$ cat config.mk
export PLATFORM = sky130hd
export DESIGN_NAME = occ_top
export DESIGN_NICKNAME = d
export VERILOG_FILES = /design/src/occ_pkg.sv /design/src/occ_top.sv
export SDC_FILE = /design/constraint.sdc
export NUM_CORES = 1
export LEC_CHECK = 0
export ABC_AREA = 1
export BUFFER_PORTS_ARGS = -buffer_cell sky130_fd_sc_hd__buf_2
export CAP_MARGIN = 30
export CORE_UTILIZATION = 50
export DETAILED_ROUTE_END_ITERATION = 6
export GPL_ROUTABILITY_DRIVEN = 0
export GPL_TIMING_DRIVEN = 1
export PLACE_DENSITY_LB_ADDON = 0.1
export SLEW_MARGIN = 40
export SYNTH_ARGS = -nofsm -noshare
export SYNTH_HDL_FRONTEND = slang
export SYNTH_SLANG_ARGS = --single-unit
$ cat constraint.sdc
create_clock -name clk_i -period 1.6 [get_ports clk_i]
set_input_delay 0.08 -clock clk_i [delete_from_list [all_inputs] [get_ports clk_i]]
set_output_delay 0.08 -clock clk_i [all_outputs]
set_load 0.01 [all_outputs]
$ cat src/occ_pkg.sv
package occ_pkg;
  // Register byte offsets
  localparam logic [4:0] ADDR_CTRL   = 5'h00;
  localparam logic [4:0] ADDR_PRI    = 5'h04;
  localparam logic [4:0] ADDR_SEC    = 5'h08;
  localparam logic [4:0] ADDR_STATUS = 5'h0c;
  localparam logic [4:0] ADDR_MASK   = 5'h10;
  // Control field positions
  localparam int CTRL_ON_BIT    = 15;
  localparam int CTRL_WIDE_BIT  = 5;
  localparam int CTRL_TSEL_BIT  = 3;
  localparam int CTRL_MODE_LSB  = 0;
  localparam int IRQ_CMP_BIT    = 0;
  // Writable control bits, reset values and the 16-bit compare mask
  localparam logic [31:0] CTRL_WMASK  = 32'h0000_802f;
  localparam logic [31:0] CTRL_RESET  = 32'h0000_0000;
  localparam logic [31:0] VALUE_RESET = 32'h0000_0000;
  localparam logic [31:0] LOW16_MASK  = 32'h0000_ffff;
  // Mode encodings
  typedef enum logic [2:0] {
    MODE_OFF    = 3'b000,
    MODE_HIGH   = 3'b001,
    MODE_LOW    = 3'b010,
    MODE_TOGGLE = 3'b011,
    MODE_PULSE  = 3'b100
  } occ_mode_t;
  // Channel sequence
  typedef enum logic [1:0] {
    ST_IDLE  = 2'b00,
    ST_LEAD  = 2'b01,
    ST_TRAIL = 2'b10,
    ST_DONE  = 2'b11
  } occ_state_t;
endpackage

$ cat src/occ_top.sv
`timescale 1ns/10ps
module occ_top
(
  input  wire logic        clk_i,
  input  wire logic        rst_i,
  input  wire logic        cyc_i,
  input  wire logic        stb_i,
  input  wire logic        we_i,
  input  wire logic [4:0]  adr_i,
  input  wire logic [3:0]  sel_i,
  input  wire logic [31:0] dat_i,
  output logic      [31:0] dat_o,
  output logic             ack_o,
  input  wire logic [31:0] timer_a_count_i,
  input  wire logic        timer_a_tick_i,
  input  wire logic [31:0] timer_b_count_i,
  input  wire logic        timer_b_tick_i,
  output logic             compare_output_pin_o,
  output logic             irq_o
);

  ////////////////////////////////////////////////////////////////////////////
  logic [31:0] compare_control_reg, compare_control_next;
  logic [31:0] primary_compare_value_reg, primary_compare_value_next;
  logic [31:0] secondary_compare_value_reg, secondary_compare_value_next;
  logic [31:0] status_reg, status_next;
  logic [31:0] mask_reg, mask_next;
  logic [31:0] dat_reg, dat_next;
  logic        ack_reg, ack_next;
  logic        pin_reg, pin_next;
  occ_pkg::occ_state_t state_reg, state_next;

  logic [31:0] byte_mask;
  logic        bus_hit;
  logic        ctrl_wr;
  logic        status_rd;
  logic [31:0] wr_ctrl;

  assign byte_mask = {{8{sel_i[3]}}, {8{sel_i[2]}}, {8{sel_i[1]}}, {8{sel_i[0]}}};
  // Writes land on the edge where the master sees ack, never earlier
  assign bus_hit   = cyc_i && stb_i && ack_reg;
  assign ctrl_wr   = bus_hit && we_i && (adr_i == occ_pkg::ADDR_CTRL);
  assign status_rd = bus_hit && !we_i && (adr_i == occ_pkg::ADDR_STATUS);
  assign wr_ctrl   = ((compare_control_reg & ~byte_mask) | (dat_i & byte_mask)) & occ_pkg::CTRL_WMASK;

  ////////////////////////////////////////////////////////////////////////////
  // Compare path
  logic        ctrl_on;
  logic        wide_compare_select;
  logic        time_base_select;
  logic [2:0]  compare_mode_field;
  logic [31:0] timer_count;
  logic        tick;
  logic [31:0] width_mask;
  logic        ev_pri;
  logic        ev_sec;
  logic        run;

  assign ctrl_on             = compare_control_reg[occ_pkg::CTRL_ON_BIT];
  assign wide_compare_select = compare_control_reg[occ_pkg::CTRL_WIDE_BIT];
  assign time_base_select    = compare_control_reg[occ_pkg::CTRL_TSEL_BIT];
  assign compare_mode_field  = compare_control_reg[occ_pkg::CTRL_MODE_LSB +: 3];
  assign timer_count = time_base_select ? timer_b_count_i : timer_a_count_i;
  assign tick        = time_base_select ? timer_b_tick_i : timer_a_tick_i;
  assign width_mask  = wide_compare_select ? '1 : occ_pkg::LOW16_MASK;
  // Tick qualifies equality so a stalled count cannot fire twice
  assign ev_pri = tick && ((timer_count & width_mask) == (primary_compare_value_reg & width_mask));
  assign ev_sec = tick && ((timer_count & width_mask) == (secondary_compare_value_reg & width_mask));
  assign run    = ctrl_on && (compare_mode_field != occ_pkg::MODE_OFF);

  ////////////////////////////////////////////////////////////////////////////
  // Register file and bus slave
  always_comb
  begin
    compare_control_next         = compare_control_reg;
    primary_compare_value_next   = primary_compare_value_reg;
    secondary_compare_value_next = secondary_compare_value_reg;
    mask_next                    = mask_reg;
    ack_next                     = cyc_i && stb_i && !ack_reg;
    dat_next                     = 32'h0000_0000;
    if (bus_hit && we_i)
    begin
      case (adr_i)
        occ_pkg::ADDR_CTRL: compare_control_next = wr_ctrl;
        occ_pkg::ADDR_PRI:
          primary_compare_value_next = (primary_compare_value_reg & ~byte_mask) | (dat_i & byte_mask);
        occ_pkg::ADDR_SEC:
          secondary_compare_value_next = (secondary_compare_value_reg & ~byte_mask) | (dat_i & byte_mask);
        occ_pkg::ADDR_MASK:
          mask_next = ((mask_reg & ~byte_mask) | (dat_i & byte_mask)) & 32'h0000_0001;
        default: ;
      endcase
    end
    if (cyc_i && stb_i && !ack_reg && !we_i)
    begin
      case (adr_i)
        occ_pkg::ADDR_CTRL:   dat_next = compare_control_reg;
        occ_pkg::ADDR_PRI:    dat_next = primary_compare_value_reg;
        occ_pkg::ADDR_SEC:    dat_next = secondary_compare_value_reg;
        occ_pkg::ADDR_STATUS: dat_next = status_reg;
        occ_pkg::ADDR_MASK:   dat_next = mask_reg;
        default:              dat_next = 32'h0000_0000;
      endcase
    end
  end

  always_ff @(posedge clk_i)
  begin
    if (rst_i)
    begin
      compare_control_reg         <= occ_pkg::CTRL_RESET;
      primary_compare_value_reg   <= occ_pkg::VALUE_RESET;
      secondary_compare_value_reg <= occ_pkg::VALUE_RESET;
      mask_reg                    <= 32'h0000_0000;
      ack_reg                     <= 1'b0;
      dat_reg                     <= 32'h0000_0000;
    end
    else
    begin
      compare_control_reg         <= compare_control_next;
      primary_compare_value_reg   <= primary_compare_value_next;
      secondary_compare_value_reg <= secondary_compare_value_next;
      mask_reg                    <= mask_next;
      ack_reg                     <= ack_next;
      dat_reg                     <= dat_next;
    end
  end

  ////////////////////////////////////////////////////////////////////////////
  // Channel sequencer and pin
  logic set_flag;

  always_comb
  begin
    state_next = state_reg;
    pin_next   = pin_reg;
    set_flag   = 1'b0;
    if (ctrl_wr)
    begin
      // Re-arm on every active mode write, off and unused codes go idle; timer is left running
      state_next = occ_pkg::ST_LEAD;
      case (wr_ctrl[occ_pkg::CTRL_MODE_LSB +: 3])
        occ_pkg::MODE_HIGH:   pin_next = 1'b0;
        occ_pkg::MODE_LOW:    pin_next = 1'b1;
        occ_pkg::MODE_TOGGLE: pin_next = pin_reg;
        occ_pkg::MODE_PULSE:  pin_next = 1'b0;
        default:              state_next = occ_pkg::ST_IDLE;
      endcase
    end
    else if (run)
    begin
      case (state_reg)
        occ_pkg::ST_LEAD:
        begin
          if (ev_pri)
          begin
            case (compare_mode_field)
              occ_pkg::MODE_HIGH:
              begin
                pin_next   = 1'b1;
                set_flag   = 1'b1;
                state_next = occ_pkg::ST_DONE;
              end
              occ_pkg::MODE_LOW:
              begin
                pin_next   = 1'b0;
                set_flag   = 1'b1;
                state_next = occ_pkg::ST_DONE;
              end
              occ_pkg::MODE_TOGGLE:
              begin
                pin_next = !pin_reg;
                set_flag = 1'b1;
              end
              occ_pkg::MODE_PULSE:
              begin
                pin_next   = 1'b1;
                state_next = occ_pkg::ST_TRAIL;
              end
              default: state_next = occ_pkg::ST_IDLE;
            endcase
          end
        end
        occ_pkg::ST_TRAIL:
        begin
          if (ev_sec)
          begin
            pin_next   = 1'b0;
            set_flag   = 1'b1;
            state_next = occ_pkg::ST_DONE;
          end
        end
        default: ;
      endcase
    end
  end

  // Set wins over a read-clear in the same cycle
  always_comb
  begin
    status_next = status_reg;
    if (status_rd)
    begin
      status_next = 32'h0000_0000;
    end
    if (set_flag)
    begin
      status_next[occ_pkg::IRQ_CMP_BIT] = 1'b1;
    end
  end

  always_ff @(posedge clk_i)
  begin
    if (rst_i)
    begin
      state_reg  <= occ_pkg::ST_IDLE;
      pin_reg    <= 1'b0;
      status_reg <= 32'h0000_0000;
    end
    else
    begin
      state_reg  <= state_next;
      pin_reg    <= pin_next;
      status_reg <= status_next;
    end
  end

  assign dat_o                = dat_reg;
  assign ack_o                = ack_reg;
  assign compare_output_pin_o = pin_reg;
  assign irq_o                = |(status_reg & mask_reg);
endmodule // occ_top

==> results of run 1 <==
cells in the final DEF (no fill, tap or decap), types with 7 or more instances in the layout:
| master | n |
|---|---|
| a21oi_1 | 109 |
| buf_12 | 7 |
| buf_2 | 146 |
| buf_4 | 146 |
| clkbuf_16 | 9 |
| dfxtp_1 | 106 |
| dlygate4sd3_1 | 9 |
| inv_1 | 135 |
| inv_2 | 8 |
| nand2_1 | 285 |
| nand2_2 | 35 |
| nand2_4 | 12 |
| nand3_1 | 73 |
| nand3_2 | 13 |
| nand4_1 | 35 |
| nor2_1 | 70 |
| nor2_2 | 12 |
| nor3_1 | 9 |
| o21ai_0 | 79 |
| o21ai_1 | 9 |
| o22ai_1 | 9 |
worst reg2reg max path, stage by stage (launching register included):
cell and delay, ps:
dfxtp_4 370, buf_6 130, inv_12 90, buf_8 130, nand2_1 100, nand3_2 80
o21ai_0 80, nor3b_1 250, nand2_1 140, nor2_2 140, nand3_1 70, nor2_1 90
nand3_1 70, nand2_1 110, nand2_2 80, a21oi_2 140
area by class of cell:
type                            count  area, µm²
Clock inverter                      6       56.3
Timing Repair Buffer              314       2150
Tap cell                          172        215
Multi-Input combinational cell    783       3910
Clock buffer                       10        229
Fill cell                        1118       3490
Inverter                          145        561
Sequential cell                   108       2170
logic make-up after synthesis:
logic type	count (synthesis)	synth area share
and+or+nand+nor	561	0.379
AOI/OAI and AO/OA	217	0.168
buffers and inverters	182	0.118
adders and majority gates	2	0.00378
DFF	108	0.327
xor gates and xnor gates	3	0.00397
power groups by stage:
stage / clock network (W) / registers (W) / logic, W
detailed placement: 0 / 0.00275 / 0.000565
floorplan: 0 / 0.00275 / 0.000255
finish: 0.00222 / 0.00269 / 0.000628
CTS: 0.00225 / 0.00269 / 0.000598
global placement: 0 / 0.00275 / 0.000561
global route: 0.00236 / 0.00269 / 0.000692
final timing paths:
kind,start,end,cells past startpoint
min reg2reg,flip-flop,dat_o[7],2
max,flip-flop,status_reg[0],15
max reg2reg,flip-flop,status_reg[0],15
min,dat_i[12],flip-flop,3
per-stage QoR:
| stage | worst slack, ps | hold WS, ps | cell area [µm²] | utilization | power, W |
|---|---|---|---|---|---|
| finish | -542 | -2.01 | 9290 | 0.727 | 0.00553 |
| detailed placement | -583 | 347 | 8530 | 0.668 | 0.00332 |
| global placement | -531 | 346 | 8530 | 0.668 | 0.00331 |
| floorplan | -93.3 | 149 | 6610 | - | 0.00301 |
| CTS | -475 | 1.08 | 9110 | 0.713 | 0.00553 |
| global route | -638 | 14.3 | 9290 | 0.727 | 0.00574 |
timing repair:
| action | in CTS | in global routing |
|---|---|---|
| setup buffers | 5 | 4 |
| cloned | 2 | 0 |
| setup endpoints to repair | 4 | 39 |
| hold buffers | 9 | 0 |
| pin swaps | 15 | 27 |
| resized for setup | 33 | 56 |
| endpoints found under the hold margin | 9 | 0 |
per-layer routing:
metal,vias to the layer above,wire [µm],share of wire,track usage
met5,-,0,0,0.00741
met4,0,905,0.038,0.158
met3,65,1920,0.082,0.0499
met2,436,10500,0.44,0.561
met1,3679,10300,0.43,0.477
li1,4062,-,-,-
==> reports/qor.yml, run 1 <==
cts_tree: "built"
synth_top_area_share: 0.327
via_per_inst: 5.36
finalHoldViolCount: 1
critPathMaxStageDelay_ps: 370
initial_core_util: 0.518
port_buffers: 146
dp.cells: 1503
dpl.hpwl_um: 17800
synthDistinctLibCells: 35
timing.fmax_mhz: 467
fin_hold_ws_ps: -2.01
synth.yosys.seq_area_share: 0.327
diodes: 0
synthFlopType: "dfxtp_1"
ant_nets: 0
path_clk_slew_ps: 80
power.switching_w: 0.00148
p_clk_frac: 0.401
synthTopCellsByArea: "dfxtp_1 (33%), nand2_1 (17%), a21oi_1 (8.5%), inv_1 (7.9%), o21ai_0 (6.6%)"
synth_area_per_cell_um2: 6.16
chipHeight_um: 117
violations: "hold timing, setup timing"
grt-ovfl-total: 0
hp-class: "in2reg"
cts.sinks: 108
wl_per_cell_um: 15.3
ys_seq_elements: 108
route.vias.total: 8242
drt_iter0_markers: 939
critical_path_arrival_ps: 2450
required_ps: 1910
yosysWarnings: 0
status: "complete, but fails checks"
maxSlewHeadroom: 0.750
layout-drive-gt1-share: 0.308
fin_crit_ps: 2140
power_density_nw_per_um2: 596
cp-end-kind: "flip-flop"
grt_max_degree: 72
fp-row-count: 41
final_net_count: 1475
start_kind: "flip-flop"
crit_buf_inv: 3
syn_nets: 1187
combPwrFrac: 0.114
crit_type: "reg2reg"
fin_crit_sh: 1.34
synth-edff-count: 0
maxCapViolCount: 0
power_frac_seq: 0.486
htree_levels: 3
ios: 147
setup-tns-final_ps: -2000
final_cells: 1538
total_leakage_power_nw: 4.37
finClkSkew_ps: 9.52
wl_um: 23600
clockBufferDepth: 2
slowest_stage: "dfxtp_4"
synth.most_common_cell: "nand2_1"
drc_errors: 0
layout_setup_ws_ps: -542
core_um2: 12800
grt_usage: 0.353
die_area_um2: 13700
first_pass_iters: 6
grt_pass1_vias: 7370
crit_fanout: 7
path_cells: "buf_6 -> inv_12 -> buf_8 -> nand2_1 -> nand3_2 -> o21ai_0 -> nor3b_1 -> nand2_1 -> nor2_2 -> nand3_1 -> nor2_1 -> nand3_1 -> nand2_1 -> nand2_2 -> a21oi_2"
drv_slew: 0
vdd_drop_max_mv: 0.952
worst-slew-pin-transition_ps: 376
syn_inst: 1073
synth-async-reset-ratio: 0
p_int_w: 0.00405
netlist_area_um2: 6610
rsz0062_at_grt: "yes"
numCtsBuffers: 9
grt_pass1_wl_um: 36500
reg2reg_slack_ps: -540
area_delta_synth_final_pct: 40.4
clk_latency_ps: 370
switching_share: 0.267
antenna_found_initial: 0
setup_viol: 4
fp.dieW_um: 117
synth_area_leader_cell: "dfxtp_1"
synthTopCellsByCount: "nand2_1 (308), inv_1 (140), a21oi_1 (112), dfxtp_1 (108), o21ai_0 (87)"
crit_top_cell: "nand2_1"
cts_root_buf: "clkbuf_16"
crit_family: "simple AND/OR/NAND/NOR gates"
Power figures use the tool's default switching activity.
==> run 2: changes to the inputs <==
ABC_AREA = default   (was 1)
CORE_UTILIZATION = 48   (was 50)
PLACE_DENSITY = 0.73   (was default)
PLACE_DENSITY_LB_ADDON = default   (was 0.1)
==> run 2 against run 1 <==
The run ends with setup timing left. Clock skew is essentially flat. Clock-buffer cell count grew 1. Flip-flop and latch count is the same. Global-route usage shrank 1.7 points. Synthesized area shrank 18%. Sequential share of layout area grew 3.1 points. Die area shrank 14%. Register-to-register slack lost 560 ps. Largest power group unchanged.
==> reports/qor.yml, run 2 <==
synth-async-reset-ratio: 0  # unchanged
wl_per_cell_um: 19.0  # +24%
ant_nets: 0  # unchanged
power_frac_seq: 0.466  # -0.020
initial_core_util: 0.495  # -0.0224
ios: 147  # unchanged
start_kind: "flip-flop"
timing.fmax_mhz: 370  # -21%
switching_share: 0.231  # -0.0360
fin_util: 0.751  # +0.0238
critPathMaxStageDelay_ps: 450  # +80 ps
setup-tns-final_ps: -4290  # -2290 ps
critical_path_arrival_ps: 2940  # +490 ps
layout-drive-gt1-share: 0.400  # +0.0918
violations: "setup timing"
maxSlewHeadroom: 0.663  # -0.0869
hp-class: "in2reg"
setup_viol: 4  # unchanged
synth.yosys.seq_area_share: 0.399  # +0.0722
grt_pass1_wl_um: 29800  # -18%
chipHeight_um: 108  # -7.5%
synth.most_common_cell: "nor2_1"
cts_root_buf: "clkbuf_16"
fin_crit_sh: 1.69  # +0.350
port_buffers: 146  # unchanged
finClkSkew_ps: 9.41  # -0.114 ps
clk_latency_ps: 360  # about the same
grt_pass1_vias: 5886  # -20%
layout_setup_ws_ps: -1100  # -561 ps
power_density_nw_per_um2: 702  # +18%
maxCapViolCount: 0  # unchanged
place_area_um2: 7320  # -14%
required_ps: 1840  # -70 ps
crit_fanout: 6  # -1
synth_area_leader_cell: "dfxtp_1"
cts.sinks: 108  # unchanged
synthFlopType: "dfxtp_1"
rsz0062_at_grt: "yes"
synth_area_per_cell_um2: 9.13  # +48%
cp-end-kind: "flip-flop"
first_pass_iters: 5  # -1
synthTopCellsByCount: "nor2_1 (117), dfxtp_1 (108), mux2i_1 (95), clkbuf_1 (29), a22oi_1 (28)"
area_delta_synth_final_pct: 51.6
drc_errors: 0  # unchanged
antenna_found_initial: 0  # unchanged
numCtsBuffers: 9  # unchanged
synthTopCellsByArea: "dfxtp_1 (40%), mux2i_1 (18%), nor2_1 (8.1%), xnor2_1 (4.4%), a22oi_1 (3.9%)"
fin_area_um2: 8210  # -12%
final_cells: 1025  # -33%
power.switching_w: 0.00133  # -9.8%
path_clk_slew_ps: 80  # about the same
yosysWarnings: 0  # unchanged
grt_max_degree: 76  # +5.6%
fillers: 746  # -33%
drt_iter0_markers: 545  # -42%
grt-ovfl-total: 0  # unchanged
path_cells: "buf_12 -> mux2i_2 -> buf_4 -> nor3_1 -> nor4_2 -> nand4_1 -> buf_4 -> or3_4 -> o2111ai_2 -> o211ai_1"
status: "complete, but fails checks"
final_net_count: 994  # -33%
dpl.hpwl_um: 13800  # -22%
diodes: 0  # unchanged
layout_common_cells: "buf_2 (146), buf_4 (131), nor2_1 (114)"
htree_levels: 3  # unchanged
syn_nets: 707  # -40%
netlist_area_um2: 5420  # -18%
wl_um: 19500  # -17%
drv_slew: 0  # unchanged
core_um2: 10900  # -14%
p_int_w: 0.00443  # +9.3%
synth-edff-count: 0  # unchanged
ys_seq_elements: 108  # unchanged
syn_inst: 593  # -45%
fp-row-count: 38  # -7.3%
synthDistinctLibCells: 54  # +54%
crit_top_cell: "buf_4"
fin_crit_ps: 2700  # +561 ps
p_clk_frac: 0.435  # +0.034
die_area_um2: 11700  # -14%
via_per_inst: 5.79  # +8.1%
synth_top_area_share: 0.399  # +0.0722
clockBufferDepth: 2  # unchanged
worst-slew-pin-transition_ps: 504  # +129 ps
combPwrFrac: 0.099  # -0.015
route.vias.total: 5937  # -28%
fp.dieW_um: 108  # -7.5%
crit_type: "reg2reg"
finalHoldViolCount: 0  # -1
grt_usage: 0.336  # -0.0171
cts_tree: "built"
dp.cells: 978  # -35%
slowest_stage: "dfxtp_4"
total_leakage_power_nw: 3.61  # -17%
vdd_drop_max_mv: 0.491  # -48%
layout_commonest_cell: "buf_2"
[run 2: cell types whose count changed after synthesis, sizes merged, moves of 29 or more]
| cell | previous run | this run |
|---|---|---|
| mux2i | 0 | 97 |
| o21ai | 90 | 15 |
| nand2 | 333 | 14 |
| nor2 | 86 | 117 |
| nand3 | 88 | 12 |
| nand4 | 35 | 6 |
| inv | 144 | 12 |
| a21oi | 112 | 11 |
[run 2: path summary, 6_finish.rpt]
check,start,end,slack [ps],cells past startpoint
worst min register to register,compare_control_reg[2],compare_control_reg[2],550,2
worst min-delay path,dat_i[17],flip-flop,0.6,3
worst max register to register,flip-flop,state_reg[0],-1100,10
worst max-delay path,flip-flop,state_reg[0],-1100,10
[run 2: kinds of logic after synthesis]
| group | Yosys count | synth area share |
|---|---|---|
| AOI/OAI and AO/OA | 90 | 0.124 |
| xor gates and xnor gates | 46 | 0.0744 |
| adders and majority gates | 2 | 0.00462 |
| buffers and inverters | 45 | 0.0360 |
| DFF | 108 | 0.399 |
| muxes | 102 | 0.193 |
| and+or+nand+nor | 200 | 0.169 |
[run 2: metrics by stage]
step	worst slack, ps	power (W)	hold slack, ps
2_1_floorplan	-761	0.00293	167
5_1_grt	-1200	0.00593	0.989
3_3_place_gp	-920	0.00321	328
6_report	-1100	0.00576	0.609
4_1_cts	-973	0.00574	1.30
3_5_place_dp	-1070	0.00322	331
[run 2: critical path: cells and delay by family, from the launching register on]
family | cells | cell delay (ps)
AND/OR/NAND/NOR | 4 | 1020
flip-flops | 1 | 450
multiplexers | 1 | 290
AO/OA/AOI/OAI | 2 | 270
buffers and inverters | 3 | 550
[run 2: repair_timing]
action | in CTS | in global routing
hold endpoints to repair | 25 | 0
resized for setup | 29 | 22
gates cloned | 1 | 0
pin swaps | 7 | 4
setup buffers | 7 | 3
hold buffers | 20 | 0
endpoints found under the setup margin | 6 | 63
[run 2: final cells by class]
class                           instances  area, µm²  area share
Clock buffer                           11        253      0.0308
Clock inverter                          5       83.8      0.0102
Inverter                               12       45.0     0.00549
Multi-Input combinational cell        440       3350       0.408
Sequential cell                       108       2170       0.264
Tap cell                              140        175      0.0213
Timing Repair Buffer                  309       2140       0.261
[run 2: metal layers]
metal  track usage  vias to the layer above  share of wire
li1              -                     2712              -
met1         0.403                     2847           0.39
met2         0.574                      313           0.49
met3        0.0615                       65          0.076
met4         0.171                        0          0.041
met5             0                        -              0
[run 2: power by group through the flow]
stage	Sequential [W]	Clock [W]	Combinational, W
after global routing	0.00269	0.00264	0.000605
after detailed placement	0.00275	0	0.000472
final	0.00269	0.00251	0.000568
after global placement	0.00275	0	0.000462
after floorplan	0.00275	0	0.000178
after CTS	0.00269	0.00251	0.000541
==> run 3: changes to the inputs <==
PLACE_DENSITY = 0.77   (was 0.73)
==> run 3 against run 2 <==
The run still ends with setup timing left. Global-route usage decreased by 0.39 points. Non-clock buffer count increased by 5. Power increased by 2.0%. Final area decreased by 1.5%. Core utilization decreased by 1.2 points. Clock-buffer cell count unchanged. Largest power group unchanged. Flip-flop and latch count unchanged. Register-to-register slack improved by 40 ps.
==> reports/qor.yml, run 3 (synthesis results as in run 2) <==
grt_max_degree: 49  # -36%
reg2reg_to: "compare_output_pin_o"
grt-ovfl-total: 0  # unchanged
required_ps: 1850  # about the same
cp-end-kind: "flip-flop"
die_area_um2: 11700  # unchanged
area_delta_synth_final_pct: 49.2
final_net_count: 999  # +0.50%
wl_per_cell_um: 18.9  # -0.95%
fin_crit_sh: 1.66  # -0.0255
power_w: 0.00588  # +2.0%
total_leakage_power_nw: 3.59  # -0.53%
drt_iter0_markers: 659  # +21%
timing.fmax_mhz: 376  # +1.5%
cts_tree: "built"
finClkSkew_ps: 9.00  # -0.408 ps
htree_levels: 3  # unchanged
wl_um: 19400  # -0.47%
fp.dieW_um: 108  # unchanged
hp-class: "in2reg"
fillers: 764  # +2.4%
layout_setup_ws_ps: -1060  # +40.8 ps
drc_errors: 0  # unchanged
vdd_drop_max_mv: 0.907  # +85%
grt_pass1_vias: 5977  # +1.5%
fp-row-count: 38  # unchanged
maxCapViolCount: 0  # unchanged
clockBufferDepth: 2  # unchanged
status: "complete, but fails checks"
setup_viol: 4  # unchanged
chipHeight_um: 108  # unchanged
worst_r2r_path_depth: 10  # unchanged
diodes: 0  # unchanged
place_area_um2: 7320  # +0.10%
numCtsBuffers: 9  # unchanged
grt_usage: 0.332  # -0.00395
path_clk_slew_ps: 70  # about the same
critical_path_arrival_ps: 2910  # -30 ps
grt.met3_usage: 0.0615  # unchanged
crit_type: "reg2reg"
grt_pass1_wl_um: 29500  # -1.3%
ios: 147  # unchanged
violations: "setup timing"
clk_latency_ps: 360  # about the same
initial_core_util: 0.495  # unchanged
maxSlewHeadroom: 0.563  # -0.0994
fin_crit_ps: 2660  # -40.8 ps
rsz0062_at_grt: "yes"
use_met1: 0.392  # -0.0107
worst-slew-pin-transition_ps: 639  # +134 ps
crit_fanout: 7  # +1
first_pass_iters: 6  # +1
cts_root_buf: "clkbuf_16"
fin_area_um2: 8080  # -1.5%
port_buffers: 146  # unchanged
cts.sinks: 108  # unchanged
power_density_nw_per_um2: 727  # +3.6%
layout-drive-gt1-share: 0.384  # -0.0157
layout_commonest_cell: "buf_2"
use_met2: 0.564  # -0.00955
endpoint: "compare_output_pin_o"
grt_busiest_layer: "met2"
reg2reg_slack_ps: -1060  # +40 ps
drv_slew: 0  # unchanged
layout_common_cells: "buf_2 (146), buf_4 (132), nor2_1 (114)"
via_per_inst: 5.81  # +0.30%
fin_util: 0.739  # -0.0116
core_um2: 10900  # unchanged
dpl.hpwl_um: 14100  # +1.7%
start_kind: "flip-flop"
route.vias.total: 5984  # +0.79%
antenna_found_initial: 0  # unchanged
ant_nets: 0  # unchanged
finalHoldViolCount: 0  # unchanged
run 3: cell types whose count changed in the layout (fill, tap and decap cells not counted), moves of 4 or more:
cell and change:
dlygate4sd3_1 +7, mux2i_2 +5, mux2i_4 -8, nor4_1 +4, o21ai_0 +4, o21ai_1 -4
run 3: what timing repair did:
item	in CTS	in global routing
pin swaps	4	5
hold buffers	27	0
endpoints found under the hold margin	40	0
buffers inserted	2	1
setup endpoints to repair	4	70
gates resized for setup	12	15
run 3: cell type report:
cell class,count,area [µm²],area share
clock buffer,11,243,0.0300
timing repair buffer,314,2140,0.265
inverter,12,45.0,0.00557
tap,140,175,0.0217
multi-input combinational,440,3210,0.397
sequential,108,2170,0.268
clock inverter,5,106,0.0132
run 3: worst min path at each step:
| stage | startpoint | depth (start not counted) | endpoint | slack (ps) |
|---|---|---|---|---|
| 3_5_place_dp | dat_i[18] | 3 | flip-flop | 340 |
| 6_report | dat_i[24] | 3 | flip-flop | 5 |
| 5_1_grt | dat_i[3] | 3 | flip-flop | 10 |
| 4_1_cts | dat_i[24] | 3 | flip-flop | 2 |
| 3_3_place_gp | rst_i | 2 | ack_o | 330 |
| 2_1_floorplan | rst_i | 1 | ack_o | 170 |
run 3: critical path: stages (launching register included):
cell and delay [ps]:
dfxtp_4 380, buf_8 150, buf_6 120, mux2i_2 160
a222oi_1 420, o2111ai_1 180, o41a_1 430, buf_4 180
nor4_1 210, o221ai_1 180, mux2i_1 140
run 3: power by group:
part           internal, W  total, W  switching (W)
Clock              0.00158   0.00263        0.00105
Combinational     0.000285  0.000560       0.000275
Sequential         0.00268   0.00269     0.00000119
run 3: per-stage QoR:
step | setup WS (ps) | TNS, ps | std cells | hold slack (ps)
after detailed placement | -1040 | -9570 | 984 | 344
final | -1060 | -4110 | 1030 | 4.50
after CTS | -997 | -3690 | 1029 | 1.73
after global routing | -1180 | -4550 | 1030 | 13.2
after global placement | -891 | -6370 | 984 | 327
after floorplan | -761 | -2830 | 593 | 167
run 3: routing by layer:
layer | vias to the layer above | wire length [µm]
li1 | 2717 | -
met1 | 2798 | 7650
met2 | 380 | 9060
met3 | 87 | 1620
met4 | 2 | 1070
met5 | - | 26
